**config.mk**
```make
export PLATFORM = sky130hd
export DESIGN_NAME = rail_phase_sequencer
export DESIGN_NICKNAME = d
export VERILOG_FILES = /design/src/pkg/rail_seq_pkg.sv /design/src/design/rail_phase_sequencer.sv
export VERILOG_INCLUDE_DIRS = /design/src /design/src/pkg
export SDC_FILE = /design/constraint.sdc
export NUM_CORES = 1
export LEC_CHECK = 0
export BUFFER_PORTS_ARGS = -buffer_cell sky130_fd_sc_hd__buf_2
export CAP_MARGIN = 20
export CORE_MARGIN = 1
export CORE_UTILIZATION = 56
export DETAILED_ROUTE_END_ITERATION = 10
export GPL_TIMING_DRIVEN = 1
export PLACE_DENSITY = 0.76
export SLEW_MARGIN = 20
export SYNTH_ARGS = -nofsm -noshare
export SYNTH_HDL_FRONTEND = slang
export SYNTH_SLANG_ARGS = --single-unit
```
**constraint.sdc**
```tcl
create_clock -name mclk_i -period 60.6 [get_ports mclk_i]
set_input_delay 15.15 -clock mclk_i [delete_from_list [all_inputs] [get_ports mclk_i]]
set_output_delay 15.15 -clock mclk_i [all_outputs]
set_load 0.01 [all_outputs]
```
**src/pkg/rail_seq_defines.svh**
```systemverilog
// named constants for the dual-rail phase sequencer: register offsets,
// field positions, reset values and timing figures.
// assumes it is included by bare name into the package and the design.
`ifndef RAIL_SEQ_DEFINES_SVH
`define RAIL_SEQ_DEFINES_SVH

`define MCLK_PERIOD_NS 5
`define INIT_BASE_NS 200000
`define INIT_UNIT_NS 1000
`define VID_STEP_TIME_NS 25

`define REG_RAIL_EN 8'h20
`define REG_PHASE_MAP 8'hca
`define REG_VID_STEP 8'he4
`define REG_BUS_ADDR 8'hf8
`define REG_SW_PERIOD 8'hfc
`define REG_SET_VID 8'hd0
`define REG_INIT_DLY 8'hd1
`define REG_BOOT_VID 8'hd2
`define REG_PSTATE 8'hd3
`define REG_STATUS 8'hd4
`define REG_IOUT 8'h8c

`define RAIL_A_BIT 0
`define RAIL_B_BIT 1
`define VID_STEP_BIT 0
`define ADDR_USE_REG_BIT 7
`define ADDR_HI_MSB 6
`define ADDR_HI_LSB 4
`define SWP_MSB 15
`define SWP_LSB 8
`define IOUT_FULL 8'hff
`define CFG_RESET 8'h00
`define PERIOD_RESET 16'h0000
`define PHASE_COUNT 6

`endif

```
**src/pkg/rail_seq_pkg.sv**
```systemverilog
// types shared by the phase sequencer and its surroundings.
// assumes rail_seq_defines.svh is on the include path.
`include "rail_seq_defines.svh"

package rail_seq_pkg;

    typedef enum logic [2:0] {
        seq_load,
        seq_init,
        seq_wait_vid,
        seq_ramp,
        seq_run
    } seq_type;

    typedef enum logic [1:0] {
        state_full,
        state_single,
        state_light
    } pstate_type;

    // configuration image held in the nonvolatile store
    typedef struct packed {
        logic [7:0] rail_en;
        logic [7:0] phase_map;
        logic [7:0] vid_step;
        logic [7:0] bus_addr;
        logic [15:0] sw_period;
        logic [7:0] init_dly;
        logic [7:0] boot_vid;
    } nv_cfg_type;

    // decoded command from the serial bus front end
    typedef struct packed {
        logic wr;
        logic rd;
        logic [7:0] addr;
        logic [15:0] wdata;
    } reg_req_type;

    typedef struct packed {
        logic valid;
        logic [5:0] rail_a;
        logic [5:0] rail_b;
    } phase_map_type;

endpackage : rail_seq_pkg

```
**src/design/rail_phase_sequencer.sv**
```systemverilog
// dual-rail multiphase controller core: phase mapping, bus address,
// start-up sequencing, power-state gating, reference and current report.
// assumes a bus front end that decodes commands into reg_req_i on mclk_i,
// a nonvolatile image valid at reset release, and an address-strap decoder.
`timescale 1ns/1ps
`default_nettype none
`include "rail_seq_defines.svh"

module rail_phase_sequencer #(
    parameter int INIT_BASE_CYCLES = `INIT_BASE_NS / `MCLK_PERIOD_NS,
    parameter logic [9:0] CURRENT_MONITOR_OUT_FULL_CODE = 10'h3ff
) (
    input wire logic mclk_i,
    input wire logic rst_n_i,
    input wire rail_seq_pkg::reg_req_type reg_req_i,
    output logic [15:0] reg_rdata_o,
    input wire rail_seq_pkg::nv_cfg_type nv_cfg_i,
    input wire logic [2:0] strap_code_i,
    input wire logic [7:0] duty_i,
    input wire logic [9:0] adc_code_i,
    input wire logic adc_valid_i,
    output logic [6:0] bus_address_o,
    output logic [5:0] pwm_o,
    output logic [5:0] pwm_oe_o,
    output logic [1:0] dcm_o,
    output logic [9:0] ref_code_o,
    output logic regulator_ready_out
);

    localparam int UNIT_CYCLES = `INIT_UNIT_NS / `MCLK_PERIOD_NS;
    localparam int SLEW_CYCLES = `VID_STEP_TIME_NS / `MCLK_PERIOD_NS;

    typedef struct packed {
        rail_seq_pkg::seq_type seq;
        logic [17:0] timer;
        logic [7:0] rail_en;
        logic [7:0] phase_map;
        logic [7:0] vid_step;
        logic [7:0] addr_cfg;
        logic [15:0] sw_period;
        logic [7:0] init_dly;
        logic [7:0] boot_vid;
        logic [7:0] target_vid;
        logic [7:0] ref_vid;
        logic [1:0] pstate;
        logic [7:0] iout;
        logic [2:0] slew_cnt;
        logic [8:0] cnt_a;
        logic [8:0] cnt_b;
        logic [2:0] strap_s1;
        logic [2:0] strap_s2;
        logic [6:0] bus_addr;
        logic [5:0] pwm;
        logic [5:0] oe;
        logic [1:0] dcm;
        logic [9:0] ref_code;
        logic ready;
        logic [15:0] rdata;
    } state_type;

    state_type q;
    state_type d;

    // phase assignment per code; rail B only ever takes pins 4..6
    function automatic rail_seq_pkg::phase_map_type decode_map(input logic [3:0] code);
        rail_seq_pkg::phase_map_type m;
        m = '{valid: 1'b1, rail_a: 6'h00, rail_b: 6'h00};
        case (code)
            4'h0: m.rail_a = 6'h3f;
            4'h1: m.rail_a = 6'h1f;
            4'h2: begin m.rail_a = 6'h1f; m.rail_b = 6'h20; end
            4'h3: m.rail_a = 6'h0f;
            4'h4: begin m.rail_a = 6'h0f; m.rail_b = 6'h20; end
            4'h5: begin m.rail_a = 6'h0f; m.rail_b = 6'h30; end
            4'h6: m.rail_a = 6'h07;
            4'h7: begin m.rail_a = 6'h07; m.rail_b = 6'h20; end
            4'h8: begin m.rail_a = 6'h07; m.rail_b = 6'h30; end
            4'h9: begin m.rail_a = 6'h07; m.rail_b = 6'h38; end
            4'ha: m.rail_a = 6'h03;
            4'hb: begin m.rail_a = 6'h03; m.rail_b = 6'h20; end
            4'hc: begin m.rail_a = 6'h03; m.rail_b = 6'h30; end
            4'hd: m.rail_a = 6'h01;
            4'he: begin m.rail_a = 6'h01; m.rail_b = 6'h20; end
            default: m.valid = 1'b0;
        endcase
        return m;
    endfunction : decode_map

    // phase k of n starts k/n of the way into the rail period
    function automatic logic phase_hit(input logic [8:0] cnt, input logic [8:0] per,
                                       input logic [2:0] k, input logic [2:0] n,
                                       input logic [7:0] duty);
        logic [11:0] prod;
        logic [8:0] start;
        logic [9:0] rel;
        prod = 12'(per) * 12'(k);
        start = (n == 3'h0) ? 9'h000 : 9'(prod / 12'(n));
        rel = (cnt >= start) ? 10'(cnt - start) : 10'({1'b0, cnt} + {1'b0, per} - {1'b0, start});
        return (per != 9'h000) && (rel < 10'(duty));
    endfunction : phase_hit

    function automatic logic [5:0] lowest_only(input logic [5:0] m);
        return m & (~m + 6'h01);
    endfunction : lowest_only

    rail_seq_pkg::phase_map_type map;
    logic [5:0] act_a;
    logic [5:0] act_b;
    logic [8:0] per_a;
    logic [8:0] per_b;
    logic [2:0] ka;
    logic [2:0] kb;
    logic [2:0] na;
    logic [2:0] nb;
    logic dynamic_voltage_transition;
    logic reduced;
    logic light;
    logic running;
    logic [5:0] hit;
    logic [17:0] scaled;

    always_comb begin
        d = q;
        map = decode_map(q.phase_map[3:0]);
        dynamic_voltage_transition = (q.seq == rail_seq_pkg::seq_run) && (q.ref_vid != q.target_vid);
        running = (q.seq == rail_seq_pkg::seq_ramp) || (q.seq == rail_seq_pkg::seq_run);
        reduced = !dynamic_voltage_transition && (q.pstate == 2'(rail_seq_pkg::state_single) ||
                            q.pstate == 2'(rail_seq_pkg::state_light));
        light = !dynamic_voltage_transition && (q.pstate == 2'(rail_seq_pkg::state_light));
        act_a = (map.valid && q.rail_en[`RAIL_A_BIT]) ? map.rail_a : 6'h00;
        act_b = (map.valid && q.rail_en[`RAIL_B_BIT]) ? map.rail_b : 6'h00;
        if (reduced) begin
            act_a = lowest_only(act_a);
            act_b = lowest_only(act_b);
        end
        // light load stretches the period so each pulse spaces out
        per_a = {1'b0, q.sw_period[`SWP_MSB:`SWP_LSB]};
        if (light) begin
            per_a = {q.sw_period[`SWP_MSB:`SWP_LSB], 1'b0};
        end
        per_b = per_a;
        na = 3'($countones(act_a));
        nb = 3'($countones(act_b));
        ka = 3'h0;
        kb = 3'h0;
        hit = 6'h00;
        for (int i = 0; i < `PHASE_COUNT; i++) begin
            if (act_a[i]) begin
                hit[i] = phase_hit(q.cnt_a, per_a, ka, na, duty_i);
                ka = ka + 3'h1;
            end
            if (act_b[i]) begin
                hit[i] = phase_hit(q.cnt_b, per_b, kb, nb, duty_i);
                kb = kb + 3'h1;
            end
        end
        d.cnt_a = (9'(q.cnt_a + 9'h001) >= per_a) ? 9'h000 : 9'(q.cnt_a + 9'h001);
        d.cnt_b = (9'(q.cnt_b + 9'h001) >= per_b) ? 9'h000 : 9'(q.cnt_b + 9'h001);
        // map changes land here directly, nothing else needs reprogramming
        d.oe = running ? (act_a | act_b) : 6'h00;
        d.pwm = d.oe & hit;
        d.dcm = {light && running && act_b != 6'h00, light && running && act_a != 6'h00};
        d.ref_code = q.vid_step[`VID_STEP_BIT] ? {1'b0, q.ref_vid, 1'b0}
                                               : {2'b00, q.ref_vid};

        d.strap_s1 = strap_code_i;
        d.strap_s2 = q.strap_s1;
        d.bus_addr = {q.addr_cfg[`ADDR_HI_MSB:`ADDR_HI_LSB],
                      q.addr_cfg[`ADDR_USE_REG_BIT] ? q.addr_cfg[3:0]
                                                    : {1'b0, q.strap_s2}};

        if (adc_valid_i) begin
            scaled = 18'(18'(adc_code_i) * 18'(`IOUT_FULL) / 18'(CURRENT_MONITOR_OUT_FULL_CODE));
            d.iout = (scaled > 18'(`IOUT_FULL)) ? `IOUT_FULL : scaled[7:0];
        end else begin
            scaled = 18'h00000;
        end

        if (reg_req_i.wr) begin
            case (reg_req_i.addr)
                `REG_RAIL_EN: d.rail_en = reg_req_i.wdata[7:0];
                `REG_PHASE_MAP: d.phase_map = reg_req_i.wdata[7:0];
                `REG_VID_STEP: d.vid_step = reg_req_i.wdata[7:0];
                `REG_BUS_ADDR: d.addr_cfg = reg_req_i.wdata[7:0];
                `REG_SW_PERIOD: d.sw_period = reg_req_i.wdata;
                `REG_INIT_DLY: d.init_dly = reg_req_i.wdata[7:0];
                `REG_BOOT_VID: d.boot_vid = reg_req_i.wdata[7:0];
                `REG_PSTATE: d.pstate = reg_req_i.wdata[1:0];
                `REG_SET_VID: d.target_vid = reg_req_i.wdata[7:0];
                default: ;
            endcase
        end
        if (reg_req_i.rd) begin
            case (reg_req_i.addr)
                `REG_RAIL_EN: d.rdata = {8'h00, q.rail_en};
                `REG_PHASE_MAP: d.rdata = {8'h00, q.phase_map};
                `REG_VID_STEP: d.rdata = {8'h00, q.vid_step};
                `REG_BUS_ADDR: d.rdata = {8'h00, q.addr_cfg};
                `REG_SW_PERIOD: d.rdata = q.sw_period;
                `REG_INIT_DLY: d.rdata = {8'h00, q.init_dly};
                `REG_BOOT_VID: d.rdata = {8'h00, q.boot_vid};
                `REG_PSTATE: d.rdata = {14'h0000, q.pstate};
                `REG_SET_VID: d.rdata = {8'h00, q.target_vid};
                `REG_STATUS: d.rdata = {q.ref_vid, 3'h0, dynamic_voltage_transition, q.ready, q.seq};
                `REG_IOUT: d.rdata = {8'h00, q.iout};
                default: d.rdata = 16'h0000;
            endcase
        end

        if (running) begin
            if (q.slew_cnt == 3'(SLEW_CYCLES - 1)) begin
                d.slew_cnt = 3'h0;
                if (q.ref_vid < q.target_vid) begin
                    d.ref_vid = q.ref_vid + 8'h01;
                end else if (q.ref_vid > q.target_vid) begin
                    d.ref_vid = q.ref_vid - 8'h01;
                end
            end else begin
                d.slew_cnt = q.slew_cnt + 3'h1;
            end
        end

        unique case (q.seq)
            rail_seq_pkg::seq_load: begin
                d.rail_en = nv_cfg_i.rail_en;
                d.phase_map = nv_cfg_i.phase_map;
                d.vid_step = nv_cfg_i.vid_step;
                d.addr_cfg = nv_cfg_i.bus_addr;
                d.sw_period = nv_cfg_i.sw_period;
                d.init_dly = nv_cfg_i.init_dly;
                d.boot_vid = nv_cfg_i.boot_vid;
                d.timer = 18'(INIT_BASE_CYCLES) +
                          18'(18'(nv_cfg_i.init_dly) * 18'(UNIT_CYCLES));
                d.seq = rail_seq_pkg::seq_init;
            end
            rail_seq_pkg::seq_init: begin
                if (q.timer != 18'h00000) begin
                    d.timer = q.timer - 18'h00001;
                end else if (q.boot_vid == `CFG_RESET) begin
                    d.seq = rail_seq_pkg::seq_wait_vid;
                end else begin
                    d.target_vid = q.boot_vid;
                    d.slew_cnt = 3'h0;
                    d.seq = rail_seq_pkg::seq_ramp;
                end
            end
            rail_seq_pkg::seq_wait_vid: begin
                // only a non-zero target counts as a valid set-VOLTAGE_IDENTIFIER
                if (reg_req_i.wr && reg_req_i.addr == `REG_SET_VID &&
                    reg_req_i.wdata[7:0] != `CFG_RESET) begin
                    d.slew_cnt = 3'h0;
                    d.seq = rail_seq_pkg::seq_ramp;
                end
            end
            rail_seq_pkg::seq_ramp: begin
                if (q.ref_vid == q.target_vid) begin
                    d.ready = 1'b1;
                    d.seq = rail_seq_pkg::seq_run;
                end
            end
            rail_seq_pkg::seq_run: ;
        endcase
    end

    always_ff @(posedge mclk_i) begin
        if (!rst_n_i) begin
            q <= '0;
            q.seq <= rail_seq_pkg::seq_load;
        end else begin
            q <= d;
        end
    end

    assign reg_rdata_o = q.rdata;
    assign bus_address_o = q.bus_addr;
    assign pwm_o = q.pwm;
    assign pwm_oe_o = q.oe;
    assign dcm_o = q.dcm;
    assign ref_code_o = q.ref_code;
    assign regulator_ready_out = q.ready;

    // helper: cycles spent in start-up delay
    logic [17:0] init_len_q;
    always_ff @(posedge mclk_i) begin
        if (!rst_n_i) begin
            init_len_q <= 18'h00000;
        end else if (q.seq == rail_seq_pkg::seq_init) begin
            init_len_q <= init_len_q + 18'h00001;
        end else begin
            init_len_q <= 18'h00000;
        end
    end
endmodule : rail_phase_sequencer
`default_nettype wire

```
==> qor.yml <==
status:
  status: "finished clean"
synth:
  synth_compound_area_share_pct: 25.8
  synthTopCellsByArea: "ha_1 19%, dfxtp_1 8.8%, nor2_1 5.4%"
  seq_area_frac_synth_pct: 8.80
  syn_inst: 5782
  yosysWarnings: 0
  synth_edf_count: 0
  yosys.area.top_type: "ha_1"
  synth_xor_xnor_area_share_pct: 6.12
  synthDistinctLibCells: 135
  synthMuxAreaShare_pct: 4.41
  ys_ff_latch: 185
  synth-simple-area-share_pct: 26.0
  synth_async_sr_flop_share_pct: 0
  synthAdderAreaFrac_pct: 23.2
  postSynthAreaPerCell_um2: 7.28
  synth_flop_cell: "dfxtp_1"
  synth_area_mm2: 0.0421
  synth_top_family_by_area: "simple AND/OR/NAND/NOR gates"
  netlist.area_leader.share_pct: 18.6
grt:
  grt_max_degree: 87
  grt_util_all_layers_pct: 32.2
  antenna_found_initial: 9
  grt_pass1_vias: 39700
  grt-ovfl-total: 0
  grt_first_pass_wirelength_um: 203000
floorplan:
  start_util_pct: 56.5
  die_w_um: 276
  io_pins: 162
  die_y_um: 276
  rows: 100
  dieArea_mm2: 0.0763
  core_mm2: 0.0744
critical_path:
  start_kind: "flop"
  cp_max_fo: 13
  r2r_cells: 125
  slowest_delay_ns: 0.71
  r2r_end: "pwm_o[5]"
  crit_path_frequent_cell: "ha_1"
  crit_slowest_cell: "nor2b_1"
  rrSetupSlack_ns: 30.75
  r2r-start: "q[85]"
  required_ns: 61.03
  path_class: "flop to flop"
  critPathCaptureType: "flop"
  arrival_ns: 30.29
sta:
  finalSetupViolCount: 0
  fin_crit_sh_pct: 49.3
  clock_skew_ns: 0.0149
  max_slew.worst_pin.slew_ns: 1.08
  grt_setup_unrepaired: "no"
  relSlewSlack_pct: 27.8
  max_freq_ghz: 0.0335
  fin_crit_ns: 29.85
  hold_viol_final: 0
  fin_tns_setup_ns: 0
  slew_violations: 0
drt:
  wirelength_um: 127000
  vias: 42800
  route.detailed.drc: 0
  drt_iter0_markers: 3861
  ant_nets: 0
  via_per_inst: 6.31
  dr.pass1.iters: 8
  wl_per_cell_um: 18.7
placed_design:
  place_congestion: 0.973
  hpwlAfterDp_um: 98700
  io_buffers: 160
clock_tree:
  clockRootBuffer: "clkbuf_16"
  htreeDepth: 4
  clk_pin_slew_worst_paths_ns: 0.09
  numCtsBuffers: 17
  cts_tree: "done"
  clock_sinks: 185
  cts_hold_buf: 0
  cts_resized: 0
  clk_path_buf_depth: 2
  insertion_delay_ns: 0.49
  cts_setup_buffers: 0
final_layout:
  fin_nets: 6636
  drive_gt1_share_pct: 7.94
  area_delta_synth_final_pct: 4.83
job:
  maxCapViolations: 0
hold_path:
  hold_class: "flop to flop"
  min-delay-start: "d[48]"
  min_to: "q[48]"
  hold_path_depth: 1
[sequential cells by signal, summed over array words and instances, names as in the netlist]
signal	flops
pwm_o	6
dcm_o	2
d	6
reg_rdata_o	16
q	132
regulator_ready_out	1
ref_code_o	9
bus_address_o	7
pwm_oe_o	6
[area by class of cell]
type / instances / area [µm²]
Multi-Input combinational cell: 5035 / 36100
Fill cell: 6871 / 30300
Sequential cell: 185 / 3700
Inverter: 357 / 1340
Tap cell: 969 / 1210
Timing Repair Buffer: 208 / 1160
Clock buffer: 18 / 439
Clock inverter: 14 / 175
Antenna cell: 3 / 7.51
[stage by stage]
stage	hold WS [ns]	setup WS, ns	cell area [µm²]	utilization [%]	instances
after CTS	0.442	30.91	44100	59.2	6786
after detailed placement	0.425	31.05	43500	58.4	6754
after global routing	0.485	28.03	44100	59.3	6787
after floorplan	0.412	34.90	42100	-	5796
final	0.446	30.75	44100	59.3	6789
after global placement	0.414	32.16	43500	58.4	6754
[logic make-up after synthesis]
family	count (synthesis)
AOI/OAI and AO/OA	1620
xor gates and xnor gates	293
buffers and inverters	576
muxes	176
DFF	185
adders and majority gates	726
other	2
and+or+nand+nor	2204
[cell usage after synthesis (56+ instances only)]
cell	count
ha_1	626
nor2b_1	121
nand4_1	57
or2_2	56
a21o_1	119
fa_1	92
and2_1	107
nor3_1	168
nand2_1	514
clkbuf_1	139
a211oi_1	78
nand3_1	156
xnor2_1	199
nand2b_1	135
o21ai_0	362
a31oi_1	56
or3_1	64
inv_1	351
a21oi_1	366
mux2i_1	125
xor2_1	93
dfxtp_1	185
o21a_1	104
nor2_1	606
[placed cells by master (no fill, tap or decap), types with 92 or more instances in the layout]
master and count:
buf_2 160, nor2b_1 121, inv_1 349, xor2_1 92, a21o_1 119, nand2_1 514
nor3_1 166, fa_1 92, and2_1 107, dfxtp_1 185, o21a_1 104, mux2i_1 125
o21ai_0 362, xnor2_1 198, a21oi_1 366, nand3_1 156, nand2b_1 135, nor2_1 605
ha_1 626
[routing by layer]
layer | vias to the layer above | wire (µm) | track usage, %
li1 | 21000 | - | -
met1 | 19900 | 55800 | 42.5
met5 | - | 26 | 0
met4 | 4 | 5530 | 13.3
met3 | 319 | 10200 | 4.61
met2 | 1614 | 55200 | 52.3
[worst max-delay path by stage]
stage / startpoint / depth (start not counted) / slack [ns] / endpoint
floorplan: q[85] / 131 / 34.90 / pwm_o[5]
global placement: q[85] / 123 / 32.16 / pwm_o[5]
detailed placement: q[85] / 126 / 31.05 / pwm_o[5]
CTS: q[85] / 125 / 30.91 / pwm_o[5]
global route: q[150] / 125 / 28.03 / pwm_o[5]
finish: q[85] / 125 / 30.75 / pwm_o[5]
[critical path: cells and delay by family (launching register included)]
| family | cells | cell delay, ns |
|---|---|---|
| AND/OR/NAND/NOR | 36 | 8.26 |
| flip-flops | 1 | 0.49 |
| buffers and inverters | 4 | 0.41 |
| multiplexers | 5 | 1.98 |
| AO/OA/AOI/OAI | 57 | 11.19 |
| XOR/XNOR | 2 | 1.05 |
| adder cells (fa/ha/maj) | 21 | 6.40 |
Power is left out: the tool's default activity adds up to more than one toggle a clock period on the data nets, which glitch-free logic cannot reach.
